`src/gnd_relay_common.sv`:
```
// Constants shared by the ground relay controller, and its failure timer leaf.
// Assumes one 125 MHz clock, synchronous active-high reset and a clock enable.

`timescale 1ns/100ps
`default_nettype none

package gnd_relay_pkg;

   // ----------------------------------------------------------------------
   // Widths
   // ----------------------------------------------------------------------
   localparam int NUM_PEERS = 8;
   localparam int SIZE_W    = 16;
   localparam int PRIO_W    = 8;
   localparam int RPM_W     = 12;
   localparam int TIME_W    = 9;

   // ----------------------------------------------------------------------
   // Timing
   // ----------------------------------------------------------------------
   localparam int CLK_FREQ_HZ  = 125_000_000;
   localparam int TICK_TIME_MS = 100;
   localparam int TICK_CYCLES  = (CLK_FREQ_HZ / 1000) * TICK_TIME_MS;
   localparam int TICK_CNT_W   = 24;

   // Failure timers count in tenths of a second
   localparam logic [TIME_W-1:0] FAIL_TIME_MIN     = 9'h00a;
   localparam logic [TIME_W-1:0] FAIL_TIME_MAX     = 9'h12c;
   localparam logic [TIME_W-1:0] FAIL_TIME_DEFAULT = 9'h00a;

   // ----------------------------------------------------------------------
   // Speed threshold
   // ----------------------------------------------------------------------
   localparam logic [RPM_W-1:0] CLOSE_RPM_MAX     = 12'hfa0;
   localparam logic [RPM_W-1:0] CLOSE_RPM_DEFAULT = 12'h3e8;

   // ----------------------------------------------------------------------
   // Modes
   // ----------------------------------------------------------------------
   typedef enum logic [1:0] {
      CLOSE_VOLT_FREQ,
      CLOSE_RPM_PICKUP,
      CLOSE_RPM_ECU,
      CLOSE_START_ACTIVE
   } close_cond_t;

   typedef enum logic {
      OPEN_AFTER_COOLDOWN,
      OPEN_AFTER_EXT_STOP
   } open_cond_t;

   typedef enum logic {
      RELAY_CONTINUOUS,
      RELAY_PULSE
   } relay_type_t;

   // Reset values of the relay state
   localparam logic RELAY_WANT_RESET = 1'b0;
   localparam logic OUTPUT_RESET     = 1'b0;

endpackage : gnd_relay_pkg

module gnd_fail_timer (
   input  wire logic              i_clk_sys,
   input  wire logic              i_rst,
   input  wire logic              i_ce,
   input  wire logic              i_tick,
   input  wire logic              i_run,
   input  wire logic [8:0]        i_limit,
   output logic                   o_expired
);
   typedef struct packed {
      logic [8:0] count;
      logic       expired;
   } timer_state_t;

   timer_state_t state;
   timer_state_t next_state;

   // Counts tenths while running, holds expiry until the run condition drops
   always_comb begin
      next_state = state;
      if (!i_run) begin
         next_state = '0;
      end else if (i_tick && !state.expired) begin
         next_state.count = state.count + 9'h001;
         if (next_state.count >= i_limit) begin
            next_state.expired = 1'b1;
         end
      end
   end

   always_ff @(posedge i_clk_sys) begin
      if (i_rst) begin
         state <= '0;
      end else if (i_ce) begin
         state <= next_state;
      end
   end

   assign o_expired = state.expired;

endmodule : gnd_fail_timer

`default_nettype wire

```
`src/gnd_relay_ctrl.sv`:
```
// Ground relay controller of one genset: standalone close/open, busbar
// arbitration against peer controllers, continuous or pulse drive, and
// supervision of open and close failures, and of position failures in pulse type.
// Assumes peer data and plant status come from logic on the same clock;
// relay position feedbacks come from pins and are synchronised here.

`timescale 1ns/100ps
`default_nettype none

module gnd_relay_ctrl #(
   parameter int TICK_CYCLES = gnd_relay_pkg::TICK_CYCLES
) (
   input  wire logic                                             i_clk_sys,
   input  wire logic                                             i_rst,
   input  wire logic                                             i_ce,
   // Configuration
   input  wire logic                                             i_enable,
   input  wire logic                                             i_single_controller,
   input  wire gnd_relay_pkg::relay_type_t                       i_relay_type,
   input  wire gnd_relay_pkg::close_cond_t                       i_close_cond,
   input  wire gnd_relay_pkg::open_cond_t                        i_open_cond,
   input  wire logic [gnd_relay_pkg::RPM_W-1:0]                  i_close_rpm,
   input  wire logic [gnd_relay_pkg::TIME_W-1:0]                 i_close_alarm_time,
   input  wire logic [gnd_relay_pkg::TIME_W-1:0]                 i_open_fail_time,
   input  wire logic [gnd_relay_pkg::TIME_W-1:0]                 i_close_fail_time,
   input  wire logic [gnd_relay_pkg::TIME_W-1:0]                 i_pos_fail_time,
   // Genset status
   input  wire logic                                             i_volt_freq_within_range,
   input  wire logic [gnd_relay_pkg::RPM_W-1:0]                  i_speed_pickup_sensor_rpm,
   input  wire logic [gnd_relay_pkg::RPM_W-1:0]                  i_engine_control_unit_rpm,
   input  wire logic                                             i_start_active,
   input  wire logic                                             i_generator_breaker_closed,
   input  wire logic                                             i_cooldown_done,
   input  wire logic                                             i_extended_stop_done,
   input  wire logic                                             i_racked_out,
   input  wire logic [gnd_relay_pkg::SIZE_W-1:0]                 i_own_size,
   input  wire logic [gnd_relay_pkg::PRIO_W-1:0]                 i_own_priority,
   // Peer controllers
   input  wire logic [gnd_relay_pkg::NUM_PEERS-1:0]              i_peer_connected,
   input  wire logic [gnd_relay_pkg::NUM_PEERS-1:0]              i_peer_relay_closed,
   input  wire logic [gnd_relay_pkg::NUM_PEERS*gnd_relay_pkg::SIZE_W-1:0] i_peer_size,
   input  wire logic [gnd_relay_pkg::NUM_PEERS*gnd_relay_pkg::PRIO_W-1:0] i_peer_priority,
   // Relay position feedback pins
   input  wire logic                                             i_fb_on,
   input  wire logic                                             i_fb_off,
   // Relay drive
   output logic                                                  o_out_a,
   output logic                                                  o_out_b,
   output logic                                                  o_relay_closed,
   // Alarms
   output logic                                                  o_close_alarm,
   output logic                                                  o_open_fail,
   output logic                                                  o_close_fail,
   output logic                                                  o_pos_fail,
   output logic                                                  o_trip_generator_breaker_class,
   output logic                                                  o_block_genset
);
   import gnd_relay_pkg::*;

   localparam logic [TICK_CNT_W-1:0] TICK_LAST = TICK_CNT_W'(TICK_CYCLES - 1);

   // ----------------------------------------------------------------------
   // State
   // ----------------------------------------------------------------------
   typedef struct packed {
      logic [TICK_CNT_W-1:0] tick_cnt;
      logic                  tick;
      logic [2:0]            on_sync;
      logic [2:0]            off_sync;
      logic                  fb_on;
      logic                  fb_off;
      logic                  want;
      logic                  pulse_open;
      logic                  pulse_close;
      logic                  out_a;
      logic                  out_b;
   } ctrl_state_t;

   ctrl_state_t state;
   ctrl_state_t next_state;

   logic                 active;
   logic                 close_cond_met;
   logic                 open_cond_met;
   logic                 pos_closed;
   logic                 pos_open;
   logic                 pos_bad;
   logic [NUM_PEERS-1:0] peer_beats_me;
   logic                 better_grounded;
   logic                 is_best;
   logic                 close_alarm_exp;
   logic                 open_fail_exp;
   logic                 close_fail_exp;
   logic                 pos_fail_exp;

   // ----------------------------------------------------------------------
   // Peer arbitration
   // ----------------------------------------------------------------------
   genvar p;
   generate
      for (p = 0; p < NUM_PEERS; p++) begin : g_peer
         logic [SIZE_W-1:0] size;
         logic [PRIO_W-1:0] prio;
         assign size = i_peer_size[p*SIZE_W +: SIZE_W];
         assign prio = i_peer_priority[p*PRIO_W +: PRIO_W];
         assign peer_beats_me[p] = i_peer_connected[p] &&
                                   ((size > i_own_size) ||
                                    ((size == i_own_size) &&
                                     (prio > i_own_priority)));
      end
   endgenerate

   assign is_best         = ~|peer_beats_me;
   assign better_grounded = |(peer_beats_me & i_peer_relay_closed);

   // ----------------------------------------------------------------------
   // Conditions
   // ----------------------------------------------------------------------
   assign active = i_enable && !i_single_controller;

   always_comb begin
      unique case (i_close_cond)
         CLOSE_VOLT_FREQ:    close_cond_met = i_volt_freq_within_range;
         CLOSE_RPM_PICKUP:   close_cond_met = i_speed_pickup_sensor_rpm >= i_close_rpm;
         CLOSE_RPM_ECU:      close_cond_met = i_engine_control_unit_rpm >= i_close_rpm;
         CLOSE_START_ACTIVE: close_cond_met = i_start_active;
      endcase
   end

   assign open_cond_met = !i_generator_breaker_closed && i_cooldown_done &&
                          ((i_open_cond == OPEN_AFTER_COOLDOWN) ||
                           i_extended_stop_done);

   // Position as seen through the synchronised feedbacks
   always_comb begin
      if (i_relay_type == RELAY_PULSE) begin
         pos_closed = state.fb_on && !state.fb_off;
         pos_open   = state.fb_off && !state.fb_on;
         pos_bad    = state.fb_on == state.fb_off;
      end else begin
         pos_closed = state.fb_on;
         pos_open   = !state.fb_on;
         pos_bad    = 1'b0;
      end
   end

   // ----------------------------------------------------------------------
   // Next state
   // ----------------------------------------------------------------------
   always_comb begin
      next_state = state;

      // Tenth-second tick
      next_state.tick = 1'b0;
      if (state.tick_cnt == TICK_LAST) begin
         next_state.tick_cnt = '0;
         next_state.tick     = 1'b1;
      end else begin
         next_state.tick_cnt = state.tick_cnt + 24'h000001;
      end

      // Feedback synchronisers; a change counts once stages two and three agree
      next_state.on_sync  = {state.on_sync[1:0], i_fb_on};
      next_state.off_sync = {state.off_sync[1:0], i_fb_off};
      if (state.on_sync[1] == state.on_sync[2]) begin
         next_state.fb_on = state.on_sync[2];
      end
      if (state.off_sync[1] == state.off_sync[2]) begin
         next_state.fb_off = state.off_sync[2];
      end

      // Relay demand
      if (!active) begin
         next_state.want = 1'b0;
      end else if (!i_generator_breaker_closed) begin
         if (close_cond_met) begin
            next_state.want = 1'b1;
         end else if (open_cond_met) begin
            next_state.want = 1'b0;
         end
      end else if (is_best) begin
         next_state.want = 1'b1;
      end else if (better_grounded) begin
         // Old relay releases only once the better genset reports closed
         next_state.want = 1'b0;
      end
      if (i_racked_out && !state.want) begin
         next_state.want = 1'b0;
      end

      // Pulse drive
      if (!active || (i_relay_type != RELAY_PULSE)) begin
         next_state.pulse_open  = 1'b0;
         next_state.pulse_close = 1'b0;
      end else begin
         if (next_state.want && !state.want) begin
            next_state.pulse_close = 1'b1;
            next_state.pulse_open  = 1'b0;
         end else if (!next_state.want && state.want) begin
            next_state.pulse_open  = 1'b1;
            next_state.pulse_close = 1'b0;
         end else begin
            if (pos_closed || close_fail_exp) begin
               next_state.pulse_close = 1'b0;
            end
            if (pos_open || open_fail_exp) begin
               next_state.pulse_open = 1'b0;
            end
         end
      end

      // Output registers
      if (i_relay_type == RELAY_PULSE) begin
         next_state.out_a = next_state.pulse_open;
         next_state.out_b = next_state.pulse_close;
      end else begin
         next_state.out_a = next_state.want;
         next_state.out_b = OUTPUT_RESET;
      end
   end

   always_ff @(posedge i_clk_sys) begin
      if (i_rst) begin
         state             <= '0;
         state.want        <= RELAY_WANT_RESET;
         state.out_a       <= OUTPUT_RESET;
         state.out_b       <= OUTPUT_RESET;
      end else if (i_ce) begin
         state <= next_state;
      end
   end

   // ----------------------------------------------------------------------
   // Failure supervision
   // ----------------------------------------------------------------------
   gnd_fail_timer u_close_alarm (
      .i_clk_sys (i_clk_sys),
      .i_rst     (i_rst),
      .i_ce      (i_ce),
      .i_tick    (state.tick),
      .i_run     (active && state.want && !pos_closed),
      .i_limit   (i_close_alarm_time),
      .o_expired (close_alarm_exp)
   );

   gnd_fail_timer u_close_fail (
      .i_clk_sys (i_clk_sys),
      .i_rst     (i_rst),
      .i_ce      (i_ce),
      .i_tick    (state.tick),
      .i_run     (active && state.want && !pos_closed),
      .i_limit   (i_close_fail_time),
      .o_expired (close_fail_exp)
   );

   gnd_fail_timer u_open_fail (
      .i_clk_sys (i_clk_sys),
      .i_rst     (i_rst),
      .i_ce      (i_ce),
      .i_tick    (state.tick),
      .i_run     (active && !state.want && !pos_open),
      .i_limit   (i_open_fail_time),
      .o_expired (open_fail_exp)
   );

   gnd_fail_timer u_pos_fail (
      .i_clk_sys (i_clk_sys),
      .i_rst     (i_rst),
      .i_ce      (i_ce),
      .i_tick    (state.tick),
      .i_run     (active && pos_bad),
      .i_limit   (i_pos_fail_time),
      .o_expired (pos_fail_exp)
   );

   // ----------------------------------------------------------------------
   // Outputs
   // ----------------------------------------------------------------------
   assign o_out_a        = state.out_a;
   assign o_out_b        = state.out_b;
   assign o_relay_closed = pos_closed;
   assign o_close_alarm  = close_alarm_exp;
   assign o_open_fail    = open_fail_exp;
   assign o_close_fail   = close_fail_exp;
   assign o_pos_fail     = pos_fail_exp;

   // Default responses: open and position failures and the close alarm trip
   assign o_trip_generator_breaker_class = open_fail_exp || pos_fail_exp ||
                                           close_alarm_exp;
   assign o_block_genset = close_fail_exp;

endmodule : gnd_relay_ctrl

`default_nettype wire

```
`config.mk`:
```
export PLATFORM = sky130hd
export DESIGN_NAME = gnd_relay_ctrl
export DESIGN_NICKNAME = d
export VERILOG_FILES = /design/src/gnd_relay_common.sv /design/src/gnd_relay_ctrl.sv
export SDC_FILE = /design/constraint.sdc
export NUM_CORES = 1
export LEC_CHECK = 0
export BUFFER_PORTS_ARGS = -buffer_cell sky130_fd_sc_hd__buf_4
export CAP_MARGIN = 20
export CORE_ASPECT_RATIO = 1.75
export CORE_MARGIN = 8
export CORE_UTILIZATION = 28
export DETAILED_ROUTE_END_ITERATION = 12
export RECOVER_POWER = 100
export SLEW_MARGIN = 10
export SYNTH_ARGS = -nofsm -noshare
export SYNTH_HDL_FRONTEND = slang
export SYNTH_SLANG_ARGS = --single-unit
```
`constraint.sdc`:
```
create_clock -name i_clk_sys -period 5.05 [get_ports i_clk_sys]
set_input_delay 0.7575 -clock i_clk_sys [delete_from_list [all_inputs] [get_ports i_clk_sys]]
set_output_delay 0.7575 -clock i_clk_sys [all_outputs]
set_load 0.05 [all_outputs]
```
==> impl_metrics.json <==
{
  "status": "finished with violations",
  "violations": "max-capacitance violations, max-slew violations",
  "nNetsFinal": 2090,
  "irDropWorstVdd_v": 0.000121,
  "dpl.hpwl_mm": 34.3,
  "clockBufferDepth": 2,
  "cp_top_family": "compound AO/OA/AOI/OAI gates",
  "synth_edf_count": 0,
  "viasPerCell": 5.05,
  "pin_count": 330,
  "p_per_area_nw_per_um2": 155,
  "start_util": 0.284,
  "setup_viol": 0,
  "drv_cap": 2,
  "cp.arrival_ps": 4180,
  "port_buffers": 329,
  "postCtsSetupBuffers": 0,
  "post-route-min-period_ps": 3950,
  "synth-main-ff-cell": "dfxtp_1",
  "cts_hold_buf": 0,
  "post-route-period-util": 0.781,
  "grt_pass1_wl_mm": 57.8,
  "numCtsBuffers": 9,
  "clock-sinks": 78,
  "path_cells": "buf_4 -> inv_1 -> ha_1 -> nand4_1 -> or4_1 -> or3_1 -> o311a_1 -> a31o_1 -> a21oi_1 -> nand3_2 -> a22oi_1 -> o21ai_0 -> a211oi_1",
  "insertedDiodeCount": 0,
  "gr-usage-all-layers": 0.186,
  "pwr-share-comb": 0.352,
  "htree_levels": 3,
  "critPathBufInv": 2,
  "hold_path_class": "reg2reg",
  "finalSetupTns_ps": 0,
  "worst_hold_slack_ps": 485,
  "num_vias": 9957,
  "ys_ff_latch": 78,
  "grt_pass1_vias": 10525,
  "cp-start-kind": "input port",
  "drt_iter0_drc": 310,
  "grt_overflow_total": 0,
  "p_seq_frac": 0.313,
  "slew_headroom": -0.593,
  "critPathKind": "in2reg",
  "p_switching_w": 0.000634,
  "clk_latency_ps": 350,
  "cell_internal_pwr_w": 0.00136,
  "tritoncts": "built",
  "slew_violations": 78,
  "path_clk_slew_ps": 60,
  "post-route-drc-count": 0,
  "skew_ps": 6.55,
  "final_hold_viol_count": 0,
  "core_area_sq_um": 33600,
  "worst_path_largest_cell_delay_ps": 590,
  "switching_share": 0.318,
  "fp-row-count": 89,
  "drtAntennaViolNets": 0,
  "drive_gt1_frac": 0.230,
  "antenna_found_initial": 0,
  "netlist_area_sq_um": 9550,
  "root_buffer": "clkbuf_16",
  "crit_required_ps": 5280,
  "worstMarginPinSlew_ps": 2390,
  "yosysUniqueCellTypes": 61,
  "cts_resized": 0,
  "yosys_warnings": 0,
  "crit_slowest_cell": "or4_1",
  "path_max_fanout": 8,
  "area_growth_pct": 34.5,
  "syn_area_per_cell_sq_um": 8.11,
  "grt_max_degree": 53,
  "power_leakage_nw": 6.61,
  "endpoint_kind": "register",
  "firstDrtPassIters": 5,
  "max_freq_mhz": 253,
  "wirelength_mm": 38.6,
  "dieArea_sq_um": 40500,
  "syn_nets": 1757,
  "fp.dieH_microns": 260,
  "wire_per_inst_microns": 19.6,
  "ys_seq_area_frac": 0.164,
  "postSynth.asyncResetShare": 0,
  "rsz0062_at_grt": "no",
  "finalWeightedCongestion": 0.929,
  "nFillCells": 3555,
  "synth_cells": 1177,
  "p_clk_frac": 0.336,
  "die_w_microns": 156
}
==> cells by family (layout without fill, tap and decap cells) <==
| family | count (synthesis) | in the layout | share of synthesized area |
|---|---|---|---|
| AO/OA/AOI/OAI | 307 | 307 | 0.199 |
| XOR/XNOR | 51 | 51 | 0.0468 |
| adder cells (fa/ha/maj) | 259 | 259 | 0.339 |
| buffers and inverters | 126 | 464 | 0.0501 |
| flip-flops | 78 | 78 | 0.164 |
| multiplexers | 8 | 8 | 0.00839 |
| AND/OR/NAND/NOR | 348 | 348 | 0.192 |
==> synth_stat cells (all sizes together) (2+ instances only) <==
library cell | number | share of area
dfxtp | 78 | 0.16
o2111ai | 4 | 0.0037
o221ai | 2 | 0.0018
nor4 | 7 | 0.0046
o211ai | 15 | 0.012
or3 | 7 | 0.0046
a211oi | 10 | 0.0084
and4 | 2 | 0.0018
xor2 | 38 | 0.035
a21o | 41 | 0.032
nand2b | 13 | 0.0085
nand4b | 2 | 0.0018
mux2i | 8 | 0.0084
and3 | 26 | 0.017
nand2 | 43 | 0.017
o22a | 3 | 0.0028
nand4 | 54 | 0.035
a22oi | 13 | 0.011
nor2b | 23 | 0.015
xnor2 | 13 | 0.012
nor2 | 93 | 0.037
clkbuf | 14 | 0.0055
a221o | 2 | 0.0021
or4 | 5 | 0.0039
nor3 | 18 | 0.0094
a21boi | 4 | 0.0031
ha | 259 | 0.34
a21oi | 113 | 0.060
o21ai | 70 | 0.037
nand3 | 29 | 0.016
o21a | 5 | 0.0039
nand3b | 21 | 0.017
a221oi | 2 | 0.0018
a2111oi | 2 | 0.0018
o221a | 2 | 0.0024
buf | 2 | 0.0013
inv | 110 | 0.043
o22ai | 3 | 0.0020
a31oi | 3 | 0.0020
o21bai | 3 | 0.0024
o31a | 2 | 0.0018
==> per-layer routing <==
layer / share of wire / track usage / up-vias / wire length [microns]
li1: - / - / 5021 / -
met1: 0.35 / 0.174 / 4522 / 13700
met2: 0.53 / 0.361 / 355 / 20400
met3: 0.070 / 0.0500 / 59 / 2690
met4: 0.049 / 0.0969 / 0 / 1910
met5: 0 / 0 / - / 0
==> power groups by stage <==
| stage | sequential, W | combinational, W | clock [W] |
|---|---|---|---|
| 2_1_floorplan | 0.000636 | 0.000346 | 0 |
| 4_1_cts | 0.000623 | 0.000711 | 0.000689 |
| 6_report | 0.000623 | 0.000701 | 0.000669 |
| 3_5_place_dp | 0.000637 | 0.000707 | 0 |
| 3_3_place_gp | 0.000637 | 0.000690 | 0 |
| 5_1_grt | 0.000623 | 0.000785 | 0.000709 |
==> registers in the layout, summed over array words and instances (netlist names) <==
signal and cells:
state 32, u_close_alarm.state 9, u_close_fail.state 9, u_open_fail.state 9
u_pos_fail.state 9, next_state 4, o_out_a 1, o_out_b 1
u_close_alarm.o_expired 1, u_close_fail.o_expired 1, u_open_fail.o_expired 1, u_pos_fail.o_expired 1
==> stage by stage <==
step	setup WS (ps)	total power (W)	cells	area, sq um	utilization
6_report	1100	0.00199	1970	12800	0.382
5_1_grt	862	0.00212	1970	12800	0.382
4_1_cts	1330	0.00202	1970	12900	0.384
3_5_place_dp	949	0.00134	1954	12600	0.375
3_3_place_gp	1020	0.00133	1954	12600	0.375
2_1_floorplan	1740	0.000983	1177	9550	-
==> worst reg2reg max path, cell delays in order (launching register included) <==
cell and delay [ps]:
dfxtp_1 350, ha_1 330, ha_1 280, a21o_1 160
a21o_1 180, a21o_1 180, a21o_1 180, a21o_1 170
a21oi_1 130, nor2b_1 60, o21ai_0 330, a21oi_1 120
==> layout make-up <==
cell class	count	area (sq um)	share of cell area
clock buffer	9	225	0.0175
clock inverter	7	80.1	0.00623
inverter	110	413	0.0321
multi-input combinational	973	7500	0.584
sequential	78	1560	0.122
tap	455	569	0.0443
timing repair buffer	338	2500	0.195
==> layout by cell type, fill, tap and decap left out, types with 23 or more instances in the layout <==
cell type	n
xor2_1	38
dfxtp_1	78
nor2_1	93
a21o_1	41
nand2_1	43
nor2b_1	23
ha_1	259
a21oi_1	113
nand3_1	28
nand4_1	54
and3_1	26
o21ai_0	65
buf_4	327
inv_1	110
==> path summary, 6_finish.rpt <==
| kind | from | to | slack (ps) | cells past startpoint |
|---|---|---|---|---|
| setup reg to reg | u_close_alarm.state[1]$_SDFFE_PP0P_ | u_close_alarm.o_expired$_SDFFE_PP0P_ | 2460 | 11 |
| hold / removal | o_out_b$_SDFFE_PP0P_ | o_out_b$_SDFFE_PP0P_ | 480 | 2 |
| setup / recovery | i_own_size[15] | state[4]$_SDFFE_PP0P_ | 1100 | 13 |
| hold reg to reg | o_out_b$_SDFFE_PP0P_ | o_out_b$_SDFFE_PP0P_ | 480 | 2 |
Power figures use the tool's default switching activity.
